[src/rtl/speculation_control_reg_pkg.sv]
// constants for the guest speculation control block
`default_nettype none
package speculation_control_reg_pkg;
  localparam int unsigned SPEC_W = 32;
  localparam int unsigned FEAT_W = 64;
  localparam int unsigned ISOLATION_BIT = 7;
  localparam int unsigned SAMPLING_BLOCK_BIT = 6;
  localparam int unsigned RESTRICT_BIT = 0;
  localparam int unsigned FEATURE_ID_BIT = 20;
  localparam int unsigned CTX_W = 4;
  localparam int unsigned TABLE_DEPTH = 16;
  localparam int unsigned TABLE_AW = 4;
  // register byte offsets
  localparam logic [7:0] OFS_HOST_SPEC = 8'h00;
  localparam logic [7:0] OFS_GUEST_SPEC = 8'h04;
  localparam logic [7:0] OFS_EFFECTIVE = 8'h08;
  localparam logic [7:0] OFS_STATUS = 8'h0C;
  localparam logic [7:0] OFS_IRQ_STATUS = 8'h10;
  localparam logic [7:0] OFS_IRQ_MASK = 8'h14;
  localparam logic [7:0] OFS_FEATURE_ID = 8'h18;
  localparam logic [7:0] OFS_CONTEXT = 8'h1C;
  localparam logic [31:0] RESET_SPEC = 32'h0000_0000;
  localparam logic [3:0] RESET_CTX = 4'h0;
  // event bits in the interrupt status register
  localparam int unsigned EV_ENTRY = 0;
  localparam int unsigned EV_EXIT = 1;
  localparam int unsigned EV_INVALID = 2;
  localparam int unsigned EV_FLUSH = 3;
  localparam int unsigned EV_W = 4;
  typedef enum logic [1:0] {
    MODE_HOST  = 2'b00,
    MODE_GUEST = 2'b01
  } mode_e;
endpackage : speculation_control_reg_pkg
`default_nettype wire

[src/rtl/pred_tag_mem.sv]
// owner-tag memory for branch target table entries
`timescale 1ns/100ps
`default_nettype none
module pred_tag_mem (
  input  wire logic                               clk,
  input  wire logic                               rst_b,
  input  wire logic                               wr_en,
  input  wire logic [speculation_control_reg_pkg::TABLE_AW-1:0] wr_addr,
  input  wire logic [speculation_control_reg_pkg::CTX_W-1:0]    wr_ctx,
  input  wire logic                               flush,
  input  wire logic [speculation_control_reg_pkg::TABLE_AW-1:0] rd_addr,
  output logic                                    rd_valid,
  output logic [speculation_control_reg_pkg::CTX_W-1:0]         rd_ctx
);
  logic [speculation_control_reg_pkg::TABLE_DEPTH-1:0] valid;
  logic [speculation_control_reg_pkg::TABLE_DEPTH-1:0] next_valid;
  logic [speculation_control_reg_pkg::CTX_W-1:0]       owner [speculation_control_reg_pkg::TABLE_DEPTH];
  logic                                  next_rd_valid;
  logic [speculation_control_reg_pkg::CTX_W-1:0]       next_rd_ctx;

  always_comb begin
    next_valid = valid;
    if (flush) begin
      next_valid = '0;
    end else if (wr_en) begin
      next_valid[wr_addr] = 1'b1;
    end
    next_rd_valid = valid[rd_addr];
    next_rd_ctx   = owner[rd_addr];
  end

  always_ff @(posedge clk or negedge rst_b) begin
    if (!rst_b) begin
      valid    <= '0;
      rd_valid <= 1'b0;
      rd_ctx   <= speculation_control_reg_pkg::RESET_CTX;
    end else begin
      valid    <= next_valid;
      rd_valid <= next_rd_valid;
      rd_ctx   <= next_rd_ctx;
    end
  end

  // tag array carries no reset; valid bits qualify it
  always_ff @(posedge clk) begin
    if (wr_en && !flush) begin
      owner[wr_addr] <= wr_ctx;
    end
  end
endmodule : pred_tag_mem
`default_nettype wire

[src/rtl/guest_speculation_control_reg.sv]
// host and guest speculation control copies with isolation and sampling checks
// Function
// RL1 - feature bit 7 enables predictor isolation
// RL2 - track entry owners, flush foreign entries
// RL3 - restrict bit set blocks table writes
// RL4 - host stub should run with restrict set
// RL5 - feature bit 6 enables sampling block
// RL6 - sampling enabled at entry fails entry
// RL7 - feature id bit 20 reads one
// RL8 - host mode uses and writes host copy
// RL9 - entry loads guest copy from block
// RL10 - ordinary guest uses OR of copies
// RL11 - guest writes touch only guest copy
// RL12 - exit stores guest copy, reverts host
// RL13 - isolated guest ignores host restrict bit
`timescale 1ns/100ps
`default_nettype none
module guest_speculation_control (
  input  wire logic                               clk,
  input  wire logic                               rst_b,
  // axi4-lite slave
  input  wire logic [7:0]                         s_axi_awaddr,
  input  wire logic                               s_axi_awvalid,
  output logic                                    s_axi_awready,
  input  wire logic [31:0]                        s_axi_wdata,
  input  wire logic [3:0]                         s_axi_wstrb,
  input  wire logic                               s_axi_wvalid,
  output logic                                    s_axi_wready,
  output logic [1:0]                              s_axi_bresp,
  output logic                                    s_axi_bvalid,
  input  wire logic                               s_axi_bready,
  input  wire logic [7:0]                         s_axi_araddr,
  input  wire logic                               s_axi_arvalid,
  output logic                                    s_axi_arready,
  output logic [31:0]                             s_axi_rdata,
  output logic [1:0]                              s_axi_rresp,
  output logic                                    s_axi_rvalid,
  input  wire logic                               s_axi_rready,
  // guest entry and exit
  input  wire logic                               guest_entry,
  input  wire logic                               guest_exit,
  input  wire logic [speculation_control_reg_pkg::FEAT_W-1:0]   guest_feature_mask,
  input  wire logic [31:0]                        block_spec_in,
  input  wire logic [speculation_control_reg_pkg::CTX_W-1:0]    guest_ctx,
  input  wire logic                               fetch_sampling_enable,
  input  wire logic                               op_sampling_enable,
  output logic                                    invalid_state_exit,
  output logic                                    block_spec_we,
  output logic [31:0]                             block_spec_out,
  // speculation controls and predictor training
  input  wire logic                               guest_spec_write,
  input  wire logic [31:0]                        guest_spec_wdata,
  output logic [31:0]                             effective_spec,
  input  wire logic                               pred_train,
  input  wire logic [speculation_control_reg_pkg::TABLE_AW-1:0] pred_addr,
  output logic                                    pred_write,
  output logic                                    table_flush,
  output logic                                    irq
);
  localparam logic [1:0] RESP_OKAY = 2'b00;
  localparam logic [1:0] RESP_SLVERR = 2'b10;

  speculation_control_reg_pkg::mode_e                mode;
  speculation_control_reg_pkg::mode_e                next_mode;
  logic [31:0]                         host_spec;
  logic [31:0]                         next_host_spec;
  logic [31:0]                         guest_spec;
  logic [31:0]                         next_guest_spec;
  logic                                isolation;
  logic                                next_isolation;
  logic                                sampling_block;
  logic                                next_sampling_block;
  logic [speculation_control_reg_pkg::CTX_W-1:0]     cur_ctx;
  logic [speculation_control_reg_pkg::CTX_W-1:0]     next_cur_ctx;
  logic [speculation_control_reg_pkg::EV_W-1:0]      irq_status;
  logic [speculation_control_reg_pkg::EV_W-1:0]      next_irq_status;
  logic [speculation_control_reg_pkg::EV_W-1:0]      irq_mask;
  logic [speculation_control_reg_pkg::EV_W-1:0]      next_irq_mask;
  logic [speculation_control_reg_pkg::EV_W-1:0]      events;
  logic                                entry_ok;
  logic                                entry_bad;
  logic                                foreign_hit;
  logic                                tag_valid;
  logic [speculation_control_reg_pkg::CTX_W-1:0]     tag_ctx;
  logic                                aw_held;
  logic                                next_aw_held;
  logic [7:0]                          aw_addr;
  logic [7:0]                          next_aw_addr;
  logic                                w_held;
  logic                                next_w_held;
  logic [31:0]                         w_data;
  logic [31:0]                         next_w_data;
  logic [3:0]                          w_strb;
  logic [3:0]                          next_w_strb;
  logic                                next_bvalid;
  logic [1:0]                          next_bresp;
  logic                                next_rvalid;
  logic [31:0]                         next_rdata;
  logic [1:0]                          next_rresp;
  logic                                wr_fire;
  logic                                host_wr;

  function automatic logic [31:0] apply_strb(input logic [31:0] old, input logic [31:0] d,
                                             input logic [3:0] s);
    logic [31:0] r;
    r = old;
    for (int i = 0; i < 4; i++) begin
      if (s[i]) begin
        r[8*i +: 8] = d[8*i +: 8];
      end
    end
    return r;
  endfunction : apply_strb

  // ----------------------------------------
  // entry checks and effective controls
  // ----------------------------------------
  // RL6 sampling entry check
  assign entry_bad = guest_entry && (mode == speculation_control_reg_pkg::MODE_HOST)
                     && guest_feature_mask[speculation_control_reg_pkg::SAMPLING_BLOCK_BIT]
                     && (fetch_sampling_enable || op_sampling_enable);
  assign entry_ok  = guest_entry && (mode == speculation_control_reg_pkg::MODE_HOST) && !entry_bad;
  assign invalid_state_exit = entry_bad;

  always_comb begin
    // RL8 host copy only
    effective_spec = host_spec;
    if (mode == speculation_control_reg_pkg::MODE_GUEST) begin
      // RL10 ordinary guest OR
      effective_spec = host_spec | guest_spec;
      if (isolation) begin
        // RL13 guest restrict bit alone
        effective_spec[speculation_control_reg_pkg::RESTRICT_BIT] = guest_spec[speculation_control_reg_pkg::RESTRICT_BIT];
      end
    end
  end

  // RL3 restrict blocks training
  assign pred_write = pred_train && !effective_spec[speculation_control_reg_pkg::RESTRICT_BIT];

  // ----------------------------------------
  // predictor owner tracking
  // ----------------------------------------
  pred_tag_mem u_tags (
    .clk      (clk),
    .rst_b    (rst_b),
    .wr_en    (pred_write),
    .wr_addr  (pred_addr),
    .wr_ctx   (cur_ctx),
    .flush    (table_flush),
    .rd_addr  (pred_addr),
    .rd_valid (tag_valid),
    .rd_ctx   (tag_ctx)
  );

  // RL2 flush on foreign owner
  assign foreign_hit = (mode == speculation_control_reg_pkg::MODE_GUEST) && isolation && tag_valid
                       && (tag_ctx != cur_ctx);
  assign table_flush = foreign_hit || (entry_ok &&
                       guest_feature_mask[speculation_control_reg_pkg::ISOLATION_BIT] && guest_ctx != cur_ctx);

  // ----------------------------------------
  // mode and copies
  // ----------------------------------------
  assign wr_fire = aw_held && w_held && !s_axi_bvalid;
  assign host_wr = wr_fire && (aw_addr == speculation_control_reg_pkg::OFS_HOST_SPEC);

  always_comb begin
    next_mode           = mode;
    next_host_spec      = host_spec;
    next_guest_spec     = guest_spec;
    next_isolation      = isolation;
    next_sampling_block = sampling_block;
    next_cur_ctx        = cur_ctx;
    block_spec_we       = 1'b0;
    block_spec_out      = guest_spec;
    case (mode)
      speculation_control_reg_pkg::MODE_HOST: begin
        // RL8 host writes host copy
        if (host_wr) begin
          next_host_spec = apply_strb(host_spec, w_data, w_strb);
        end
        if (entry_ok) begin
          next_mode = speculation_control_reg_pkg::MODE_GUEST;
          // RL9 load guest copy
          next_guest_spec = block_spec_in;
          // RL1 isolation from feature mask
          next_isolation = guest_feature_mask[speculation_control_reg_pkg::ISOLATION_BIT];
          // RL5 sampling block from mask
          next_sampling_block = guest_feature_mask[speculation_control_reg_pkg::SAMPLING_BLOCK_BIT];
          next_cur_ctx = guest_ctx;
        end
      end
      speculation_control_reg_pkg::MODE_GUEST: begin
        // RL11 guest writes guest copy
        if (guest_spec_write) begin
          next_guest_spec = guest_spec_wdata;
        end
        if (guest_exit) begin
          // RL12 save and revert
          block_spec_we  = 1'b1;
          block_spec_out = guest_spec;
          next_mode      = speculation_control_reg_pkg::MODE_HOST;
          next_cur_ctx   = speculation_control_reg_pkg::RESET_CTX;
        end
      end
      default: begin
        next_mode = speculation_control_reg_pkg::MODE_HOST;
      end
    endcase
  end

  always_ff @(posedge clk or negedge rst_b) begin
    if (!rst_b) begin
      mode           <= speculation_control_reg_pkg::MODE_HOST;
      host_spec      <= speculation_control_reg_pkg::RESET_SPEC;
      guest_spec     <= speculation_control_reg_pkg::RESET_SPEC;
      isolation      <= 1'b0;
      sampling_block <= 1'b0;
      cur_ctx        <= speculation_control_reg_pkg::RESET_CTX;
    end else begin
      mode           <= next_mode;
      host_spec      <= next_host_spec;
      guest_spec     <= next_guest_spec;
      isolation      <= next_isolation;
      sampling_block <= next_sampling_block;
      cur_ctx        <= next_cur_ctx;
    end
  end

  // ----------------------------------------
  // interrupts
  // ----------------------------------------
  assign events = {table_flush, entry_bad, guest_exit && mode == speculation_control_reg_pkg::MODE_GUEST,
                   entry_ok};

  always_comb begin
    next_irq_mask   = irq_mask;
    next_irq_status = irq_status;
    if (wr_fire && aw_addr == speculation_control_reg_pkg::OFS_IRQ_MASK) begin
      next_irq_mask = w_data[speculation_control_reg_pkg::EV_W-1:0];
    end
    if (wr_fire && aw_addr == speculation_control_reg_pkg::OFS_IRQ_STATUS) begin
      next_irq_status = irq_status & ~w_data[speculation_control_reg_pkg::EV_W-1:0];
    end
    // set wins over a clear in the same cycle
    next_irq_status = next_irq_status | events;
  end

  always_ff @(posedge clk or negedge rst_b) begin
    if (!rst_b) begin
      irq_status <= '0;
      irq_mask   <= '0;
    end else begin
      irq_status <= next_irq_status;
      irq_mask   <= next_irq_mask;
    end
  end

  assign irq = |(irq_status & irq_mask);

  // ----------------------------------------
  // axi4-lite slave
  // ----------------------------------------
  assign s_axi_awready = !aw_held;
  assign s_axi_wready  = !w_held;
  assign s_axi_arready = !s_axi_rvalid;

  always_comb begin
    next_aw_held = aw_held;
    next_aw_addr = aw_addr;
    next_w_held  = w_held;
    next_w_data  = w_data;
    next_w_strb  = w_strb;
    next_bvalid  = s_axi_bvalid;
    next_bresp   = s_axi_bresp;
    if (s_axi_awvalid && !aw_held) begin
      next_aw_held = 1'b1;
      next_aw_addr = {s_axi_awaddr[7:2], 2'b00};
    end
    if (s_axi_wvalid && !w_held) begin
      next_w_held = 1'b1;
      next_w_data = s_axi_wdata;
      next_w_strb = s_axi_wstrb;
    end
    if (wr_fire) begin
      next_aw_held = 1'b0;
      next_w_held  = 1'b0;
      next_bvalid  = 1'b1;
      if (aw_addr == speculation_control_reg_pkg::OFS_HOST_SPEC || aw_addr == speculation_control_reg_pkg::OFS_IRQ_STATUS
          || aw_addr == speculation_control_reg_pkg::OFS_IRQ_MASK) begin
        next_bresp = RESP_OKAY;
      end else begin
        next_bresp = RESP_SLVERR;
      end
    end else if (s_axi_bvalid && s_axi_bready) begin
      next_bvalid = 1'b0;
    end
  end

  always_comb begin
    next_rvalid = s_axi_rvalid;
    next_rdata  = s_axi_rdata;
    next_rresp  = s_axi_rresp;
    if (s_axi_arvalid && !s_axi_rvalid) begin
      next_rvalid = 1'b1;
      next_rresp  = RESP_OKAY;
      next_rdata  = '0;
      if (s_axi_araddr[7:2] == speculation_control_reg_pkg::OFS_HOST_SPEC[7:2]) begin
        next_rdata = host_spec;
      end else if (s_axi_araddr[7:2] == speculation_control_reg_pkg::OFS_GUEST_SPEC[7:2]) begin
        next_rdata = guest_spec;
      end else if (s_axi_araddr[7:2] == speculation_control_reg_pkg::OFS_EFFECTIVE[7:2]) begin
        next_rdata = effective_spec;
      end else if (s_axi_araddr[7:2] == speculation_control_reg_pkg::OFS_STATUS[7:2]) begin
        next_rdata = {29'h0000_0000, sampling_block, isolation, mode == speculation_control_reg_pkg::MODE_GUEST};
      end else if (s_axi_araddr[7:2] == speculation_control_reg_pkg::OFS_IRQ_STATUS[7:2]) begin
        next_rdata = {28'h000_0000, irq_status};
      end else if (s_axi_araddr[7:2] == speculation_control_reg_pkg::OFS_IRQ_MASK[7:2]) begin
        next_rdata = {28'h000_0000, irq_mask};
      end else if (s_axi_araddr[7:2] == speculation_control_reg_pkg::OFS_FEATURE_ID[7:2]) begin
        // RL7 feature id bit
        next_rdata[speculation_control_reg_pkg::FEATURE_ID_BIT] = 1'b1;
      end else if (s_axi_araddr[7:2] == speculation_control_reg_pkg::OFS_CONTEXT[7:2]) begin
        next_rdata = {28'h000_0000, cur_ctx};
      end else begin
        next_rresp = RESP_SLVERR;
      end
    end else if (s_axi_rvalid && s_axi_rready) begin
      next_rvalid = 1'b0;
    end
  end

  always_ff @(posedge clk or negedge rst_b) begin
    if (!rst_b) begin
      aw_held      <= 1'b0;
      aw_addr      <= 8'h00;
      w_held       <= 1'b0;
      w_data       <= 32'h0000_0000;
      w_strb       <= 4'h0;
      s_axi_bvalid <= 1'b0;
      s_axi_bresp  <= 2'b00;
      s_axi_rvalid <= 1'b0;
      s_axi_rdata  <= 32'h0000_0000;
      s_axi_rresp  <= 2'b00;
    end else begin
      aw_held      <= next_aw_held;
      aw_addr      <= next_aw_addr;
      w_held       <= next_w_held;
      w_data       <= next_w_data;
      w_strb       <= next_w_strb;
      s_axi_bvalid <= next_bvalid;
      s_axi_bresp  <= next_bresp;
      s_axi_rvalid <= next_rvalid;
      s_axi_rdata  <= next_rdata;
      s_axi_rresp  <= next_rresp;
    end
  end
endmodule : guest_speculation_control
`default_nettype wire

[config.mk]
export PLATFORM = sky130hd
export DESIGN_NAME = guest_speculation_control
export DESIGN_NICKNAME = d
export VERILOG_FILES = /design/src/rtl/speculation_control_reg_pkg.sv /design/src/rtl/pred_tag_mem.sv /design/src/rtl/guest_speculation_control_reg.sv
export SDC_FILE = /design/constraint.sdc
export NUM_CORES = 1
export LEC_CHECK = 0
export BUFFER_PORTS_ARGS = -buffer_cell sky130_fd_sc_hd__buf_2
export CAP_MARGIN = 40
export CORE_MARGIN = 4
export CORE_UTILIZATION = 42
export CTS_CLUSTER_DIAMETER = 40
export DETAILED_ROUTE_END_ITERATION = 10
export GPL_TIMING_DRIVEN = 0
export MAX_ROUTING_LAYER = met4
export PLACE_DENSITY_LB_ADDON = 0.25
export SLEW_MARGIN = 10
export SYNTH_ARGS = -nofsm -noshare
export SYNTH_HDL_FRONTEND = slang
export SYNTH_SLANG_ARGS = --single-unit
[constraint.sdc]
create_clock -name clk -period 2.3 [get_ports clk]
set_input_delay 0.46 -clock clk [delete_from_list [all_inputs] [get_ports clk]]
set_output_delay 0.46 -clock clk [all_outputs]
set_load 0.1 [all_outputs]
; ---- Word level (Yosys, flattened, before mapping)
; Memories as Yosys holds them, arrays and structs flattened. A register that Yosys moved wholly into a read port is not among the register bits.
; Index checks and enable logic that the tools add are counted.
[totals]
ff_bits = 179
ramBits = 64
inputBits = 201
output_inout_bits = 110
wordCells = 149
n_memories = 1
[memory_table]
columns = memory, words, width, read_ports, rd_clocked_by_memory_dff, write_ports, line_no
row1 = u_tags.owner, 16, 4, 1, 1, 1, pred_tag_mem.sv:17  ; logic [speculation_control_reg_pkg::CTX_W-1:0] owner [speculation_control_reg_pkg::TABLE_DEPTH];
[classes]
magnitude_cmp = 2
n_eq_ne = 15
mux = 49
n_bitwise = 6
reduce_logical = 53
[op_table]
columns = cell, count
row1 = $mux 32, 9
row2 = $pmux 32 s2, 1
row3 = $eq 6x3->1 const B, 6
row4 = $mux 16, 2
row5 = $or 32x32->32, 1
row6 = $logic_and 1x1->1, 23
row7 = $mux 2, 11
row8 = $mux 20, 1
row9 = $reduce_and 3->1, 6
row10 = $mux 1, 16
row11 = $mux 4, 4
row12 = $or 16x16->16, 1
row13 = $eq 6x2->1 const B, 2
row14 = $reduce_bool 2->1, 6
row15 = $mux 11, 1
row16 = $and 4x4->4, 2
row17 = $logic_not 1->1, 8
row18 = $logic_not 8->1, 1
row19 = $ne 4x4->1, 2
row20 = $pmux 4 s2, 1
row21 = $eq 6x1->1 const B, 1
row22 = $logic_not 6->1, 1
row23 = $ne 2x2->1 const B, 3
row24 = $lt 4x5->1 const B, 1
row25 = 11 further kinds, 15

; ---- Longest topological paths before layout
[logic_depth]
ltp_word = 13
depth_mapped = 7
depth_no_buf = 4

; ---- Modules after synthesis
; A second synthesis with hierarchy kept.
[unflattened]
cells_unflattened = 805
hier_area_um2 = 10593.9
[modules_own_cells]
columns = mod, instances, cells_per_inst, area_each_um2, seq_area_each_um2
row1 = guest_speculation_control, 1, 629, 7272.0, 3978.8
row2 = pred_tag_mem, 1, 176, 3321.9, 2447.3

; ---- Least setup slack after synthesis
; OpenSTA, ideal clock, no wires.
[synth_path]
path_type = reg-to-output
start = register guest_spec[0]
end = output port pred_write
arrival_ps = 2993
t_required_ps = 1840
setup_slack_ps = -1153
path_stages_with_launch = 4
path_buffers = 0
path_cell_list = dfrtp_1 -> and2_1 -> or2_2 -> nor2_1
[synth_between]
elab_chain_cells = 5
[synth_lines]
columns = element, line_no
row1 = "start, declared", guest_speculation_control_reg.sv:67  ; logic [31:0] guest_spec;
row2 = "start signal, assigned", guest_speculation_control_reg.sv:217  ; guest_spec <= speculation_control_reg_pkg::RESET_SPEC;
row3 = "start signal, assigned", guest_speculation_control_reg.sv:224  ; guest_spec <= next_guest_spec;
row4 = $or 32x32->32, guest_speculation_control_reg.sv:130  ; effective_spec = host_spec | guest_spec;
row5 = $mux 1 *, guest_speculation_control_reg.sv:131  ; if (isolation) begin
row6 = $mux 32 *, guest_speculation_control_reg.sv:128  ; if (mode == speculation_control_reg_pkg::MODE_GUEST) begin
row7 = via effective_spec[0], guest_speculation_control_reg.sv:53  ; output logic [31:0] effective_spec,
row8 = $logic_not 1->1 *, guest_speculation_control_reg.sv:139  ; assign pred_write = pred_train && !effective_spec[speculation_control_reg_pkg::RESTRICT_BIT];
row9 = $logic_and 1x1->1 *, guest_speculation_control_reg.sv:139
row10 = "end, declared", guest_speculation_control_reg.sv:56  ; output logic pred_write,
; Mark *: on every way through the listed nets, which the timed path passes. The rest lies on a longest branch.

; ---- Worst setup path in the final report
[layout_path]
start = register cur_ctx[0] (netlist name)
end = output port table_flush
[layout_between]
elab_chain_cells = 3
word_cells_on_any_way = 5
classes_between = eq/ne (2) / reduce/logical (3)
[layout_lines]
columns = element, line_no
row1 = "start, declared", guest_speculation_control_reg.sv:73  ; logic [speculation_control_reg_pkg::CTX_W-1:0] cur_ctx;
row2 = "start signal, assigned", guest_speculation_control_reg.sv:220  ; cur_ctx <= speculation_control_reg_pkg::RESET_CTX;
row3 = "start signal, assigned", guest_speculation_control_reg.sv:227  ; cur_ctx <= next_cur_ctx;
row4 = $ne 4x4->1 (on tied branches), "guest_speculation_control_reg.sv:158, guest_speculation_control_reg.sv:160"
row5 = $logic_and 1x1->1 (on tied branches), "guest_speculation_control_reg.sv:158, guest_speculation_control_reg.sv:160"
row6 = $logic_or 1x1->1 *, guest_speculation_control_reg.sv:159  ; assign table_flush = foreign_hit || (entry_ok &&
row7 = "end, declared", guest_speculation_control_reg.sv:57  ; output logic table_flush,
; Every way passes the cells marked *; elsewhere a longest branch is shown, timed or not.

==> results.toml <==
[synthesis]
yosys_warnings = 0
async_reset_ff_share_pct = 73.8
syn_area_um2 = 10700
ys_seq_elements = 244
synthCells = 843
synth_top_area_share_pct = 42.1
synth_edf_count = 64
avgSynthCellArea_um2 = 12.7
synth_area_leaders = "dfrtp_1, edfxtp_1, mux2_2"
synthTopCellsByCount = "dfrtp_1, a21oi_1, nor2_1"
ys_types = 53
ys_seq_area_share_pct = 60.0
synth.most_common_cell = "dfrtp_1"
yosys.area.top_type = "dfrtp_1"
synth-main-ff-cell = "dfrtp_1"

[global_routing]
grt_pass1_wl_mm = 48.2
antenna_found_initial = 2
grt_max_degree = 92
grt_pass1_vias = 8594
gr-total-overflow = 0
grt_usage_pct = 22.3

[timing]
fin_crit_sh_pct = 106
setup_slack_ns = -0.135
max_freq_mhz = 411
drv_slew = 0
tightest_slew_ns = 0.884
slew_headroom_pct = 41.1
clock_skew_ns = 0.0311
finalCriticalPeriod_ns = 2.44
grt_setup_unrepaired = "true"
hold_ws_ns = 0.137
setup_viol = 25
final_hold_viol_count = 0

[placement]
dp_hpwl_mm = 21.6
io_buffers = 239
place_inst = 1417
globalplace.congestion = 0.844

[final_layout]
drive_gt1_share_pct = 42.7
multiInputGateArea_um2 = 4260
final_nets = 1345
layout-area-overhead-vs-synth_pct = 34.4
nFillCells = 2140
seq_area_um2 = 6440
fin_util_pct = 57.3
stdcell_count = 1505

[floorplan]
die-area_um2 = 28100
core_area_um2 = 25100
die_w_um = 168
start_util_pct = 42.6
io_pins = 311
rows = 58
dieHeight_um = 168

[clock_tree]
ctsRootBufferMaster = "clkbuf_16"
cts_tree = "done"
clk_path_buf_depth = 3
cts-buffers-inserted = 37
insertion_delay_ns = 0.51
clock_sinks = 244
path_clk_slew_ns = 0.06
cts.htree.levels = 2

[setup_path]
end_kind = "output port"
critPathKind = "reg2out"
crit_path_max_fanout = 5
max_stage_delay_ns = 0.53
rrSetupSlack_ns = -0.09
critical_path.top_delay_family = "flip-flops"
start_kind = "flop"
crit_required_ns = 1.84
crit_arrival_ns = 1.98
crit_chain = "xnor2_2 -> a41oi_2 -> a31o_4 -> clkbuf_16 -> buf_16"
crit_buf_inv = 2
crit_slowest_cell = "dfrtp_4"

[power_and_ir_drop]
powerDensity_nw_per_um2 = 1410
power.internal_mw = 11.2
power_frac_clock_pct = 27.6
seqPwrFrac_pct = 31.6
combPwrFrac_pct = 40.9
swShare_pct = 44.5
leakagePower_nw = 6.47
power.total_mw = 20.2
p_sw_mw = 9.01
irDropWorstVdd_v = 0.00118

[detailed_routing]
drt-wirelength-per-cell_um = 20.4
dr.pass1.iters = 5
drc = 0
routed_wl_mm = 30.7
drt_iter0_markers = 505
vias = 8079
postRouteAntennaNets = 0
viasPerCell = 5.37

[status]
violations = "negative setup slack"
status = "complete, but fails checks"

[hold_path]
hold_class = "in2reg"

[job]
drv.max_cap_violation_count = 0
metrics by stage:
step / area, µm² / setup TNS [ns] / worst slack (ns)
after floorplan: 10700 / -0.200 / -0.168
after global placement: 12400 / -457.21 / -2.55
after detailed placement: 12400 / -54.38 / -0.736
after CTS: 14300 / -0.135 / -0.135
after global routing: 14400 / -4.72 / -0.191
final: 14400 / -1.46 / -0.135
sequential cells by signal, summed over array words and instances (netlist names), 4 cells and up:
register	cells
u_tags.owner	64
guest_spec	32
host_spec	32
s_axi_rdata	32
w_data	32
u_tags.valid	16
aw_addr	6
cur_ctx	4
irq_mask	4
irq_status	4
u_tags.rd_ctx	4
w_strb	4
cell type report:
type                            instances  share of cell area [%]
Sequential cell                       244                    44.8
Multi-Input combinational cell        535                    29.6
Timing Repair Buffer                  262                    11.6
Clock buffer                           42                    6.85
Tap cell                              330                    2.87
Buffer                                 54                    2.12
Clock inverter                         25                    1.85
Inverter                               10                   0.261
Antenna cell                            3                  0.0522
layout by cell type (no fill, tap or decap), types with 9 or more instances in the layout:
master / instances
mux2i_1: 38
mux2_2: 76
a21o_1: 35
nor2_1: 82
nand2_1: 27
inv_1: 9
nor3_4: 9
o21ai_0: 31
clkbuf_16: 39
edfxtp_1: 64
buf_4: 24
dfrtp_1: 175
a21oi_1: 104
mux4_2: 25
clkbuf_1: 30
buf_6: 32
a31oi_1: 9
buf_2: 207
power by group through the flow:
stage	clock network, mW	registers (mW)	logic, mW
4_1_cts	5.67	6.38	8.23
5_1_grt	5.90	6.53	8.63
2_1_floorplan	0	8.31	4.15
3_3_place_gp	0	6.45	7.49
3_5_place_dp	0	6.49	7.57
6_report	5.58	6.39	8.27
path summary, 6_finish.rpt:
check / start / end / cells after the start
min in group asynchronous: rst_b / guest_spec[6] / 2
hold reg to reg: w_data[9] / host_spec[9] / 1
setup / recovery: cur_ctx[0] / table_flush / 5
max in group asynchronous: rst_b / guest_spec[0] / 3
setup reg to reg: cur_ctx[0] / u_tags.owner[14][3] / 5
hold / removal: s_axi_rready / s_axi_rvalid / 2
repair_timing:
item | 4_1_cts | 5_1_grt
buffers inserted | 18 | 0
setup endpoints to repair | 135 | 90
pin swaps | 7 | 7
gates cloned | 0 | 0
hold buffers | 1 | 0
resized for setup | 126 | 25
hold endpoints to repair | 1 | 0
routing by layer:
| metal | GRT usage (%) | routed length [µm] | vias to the layer above |
|---|---|---|---|
| met5 | - | 0 | - |
| met4 | 6.18 | 767 | 0 |
| met3 | 5.38 | 2070 | 55 |
| met1 | 27.7 | 12300 | 4038 |
| met2 | 36.8 | 15500 | 288 |
| li1 | - | - | 3698 |
cells by family (layout without fill, tap and decap cells):
group                  count (synthesis)  in the layout  share of synthesized area [%]
multiplexers                         141            141                           17.1
buffers and inverters                 65            393                           2.59
AND/OR/NAND/NOR                      173            173                           8.09
AO/OA/AOI/OAI                        211            211                           11.5
flip-flops                           244            244                           60.0
XOR/XNOR                               8              8                          0.654
other                                  1              5                         0.0350
(Power assumes the default switching activity.)
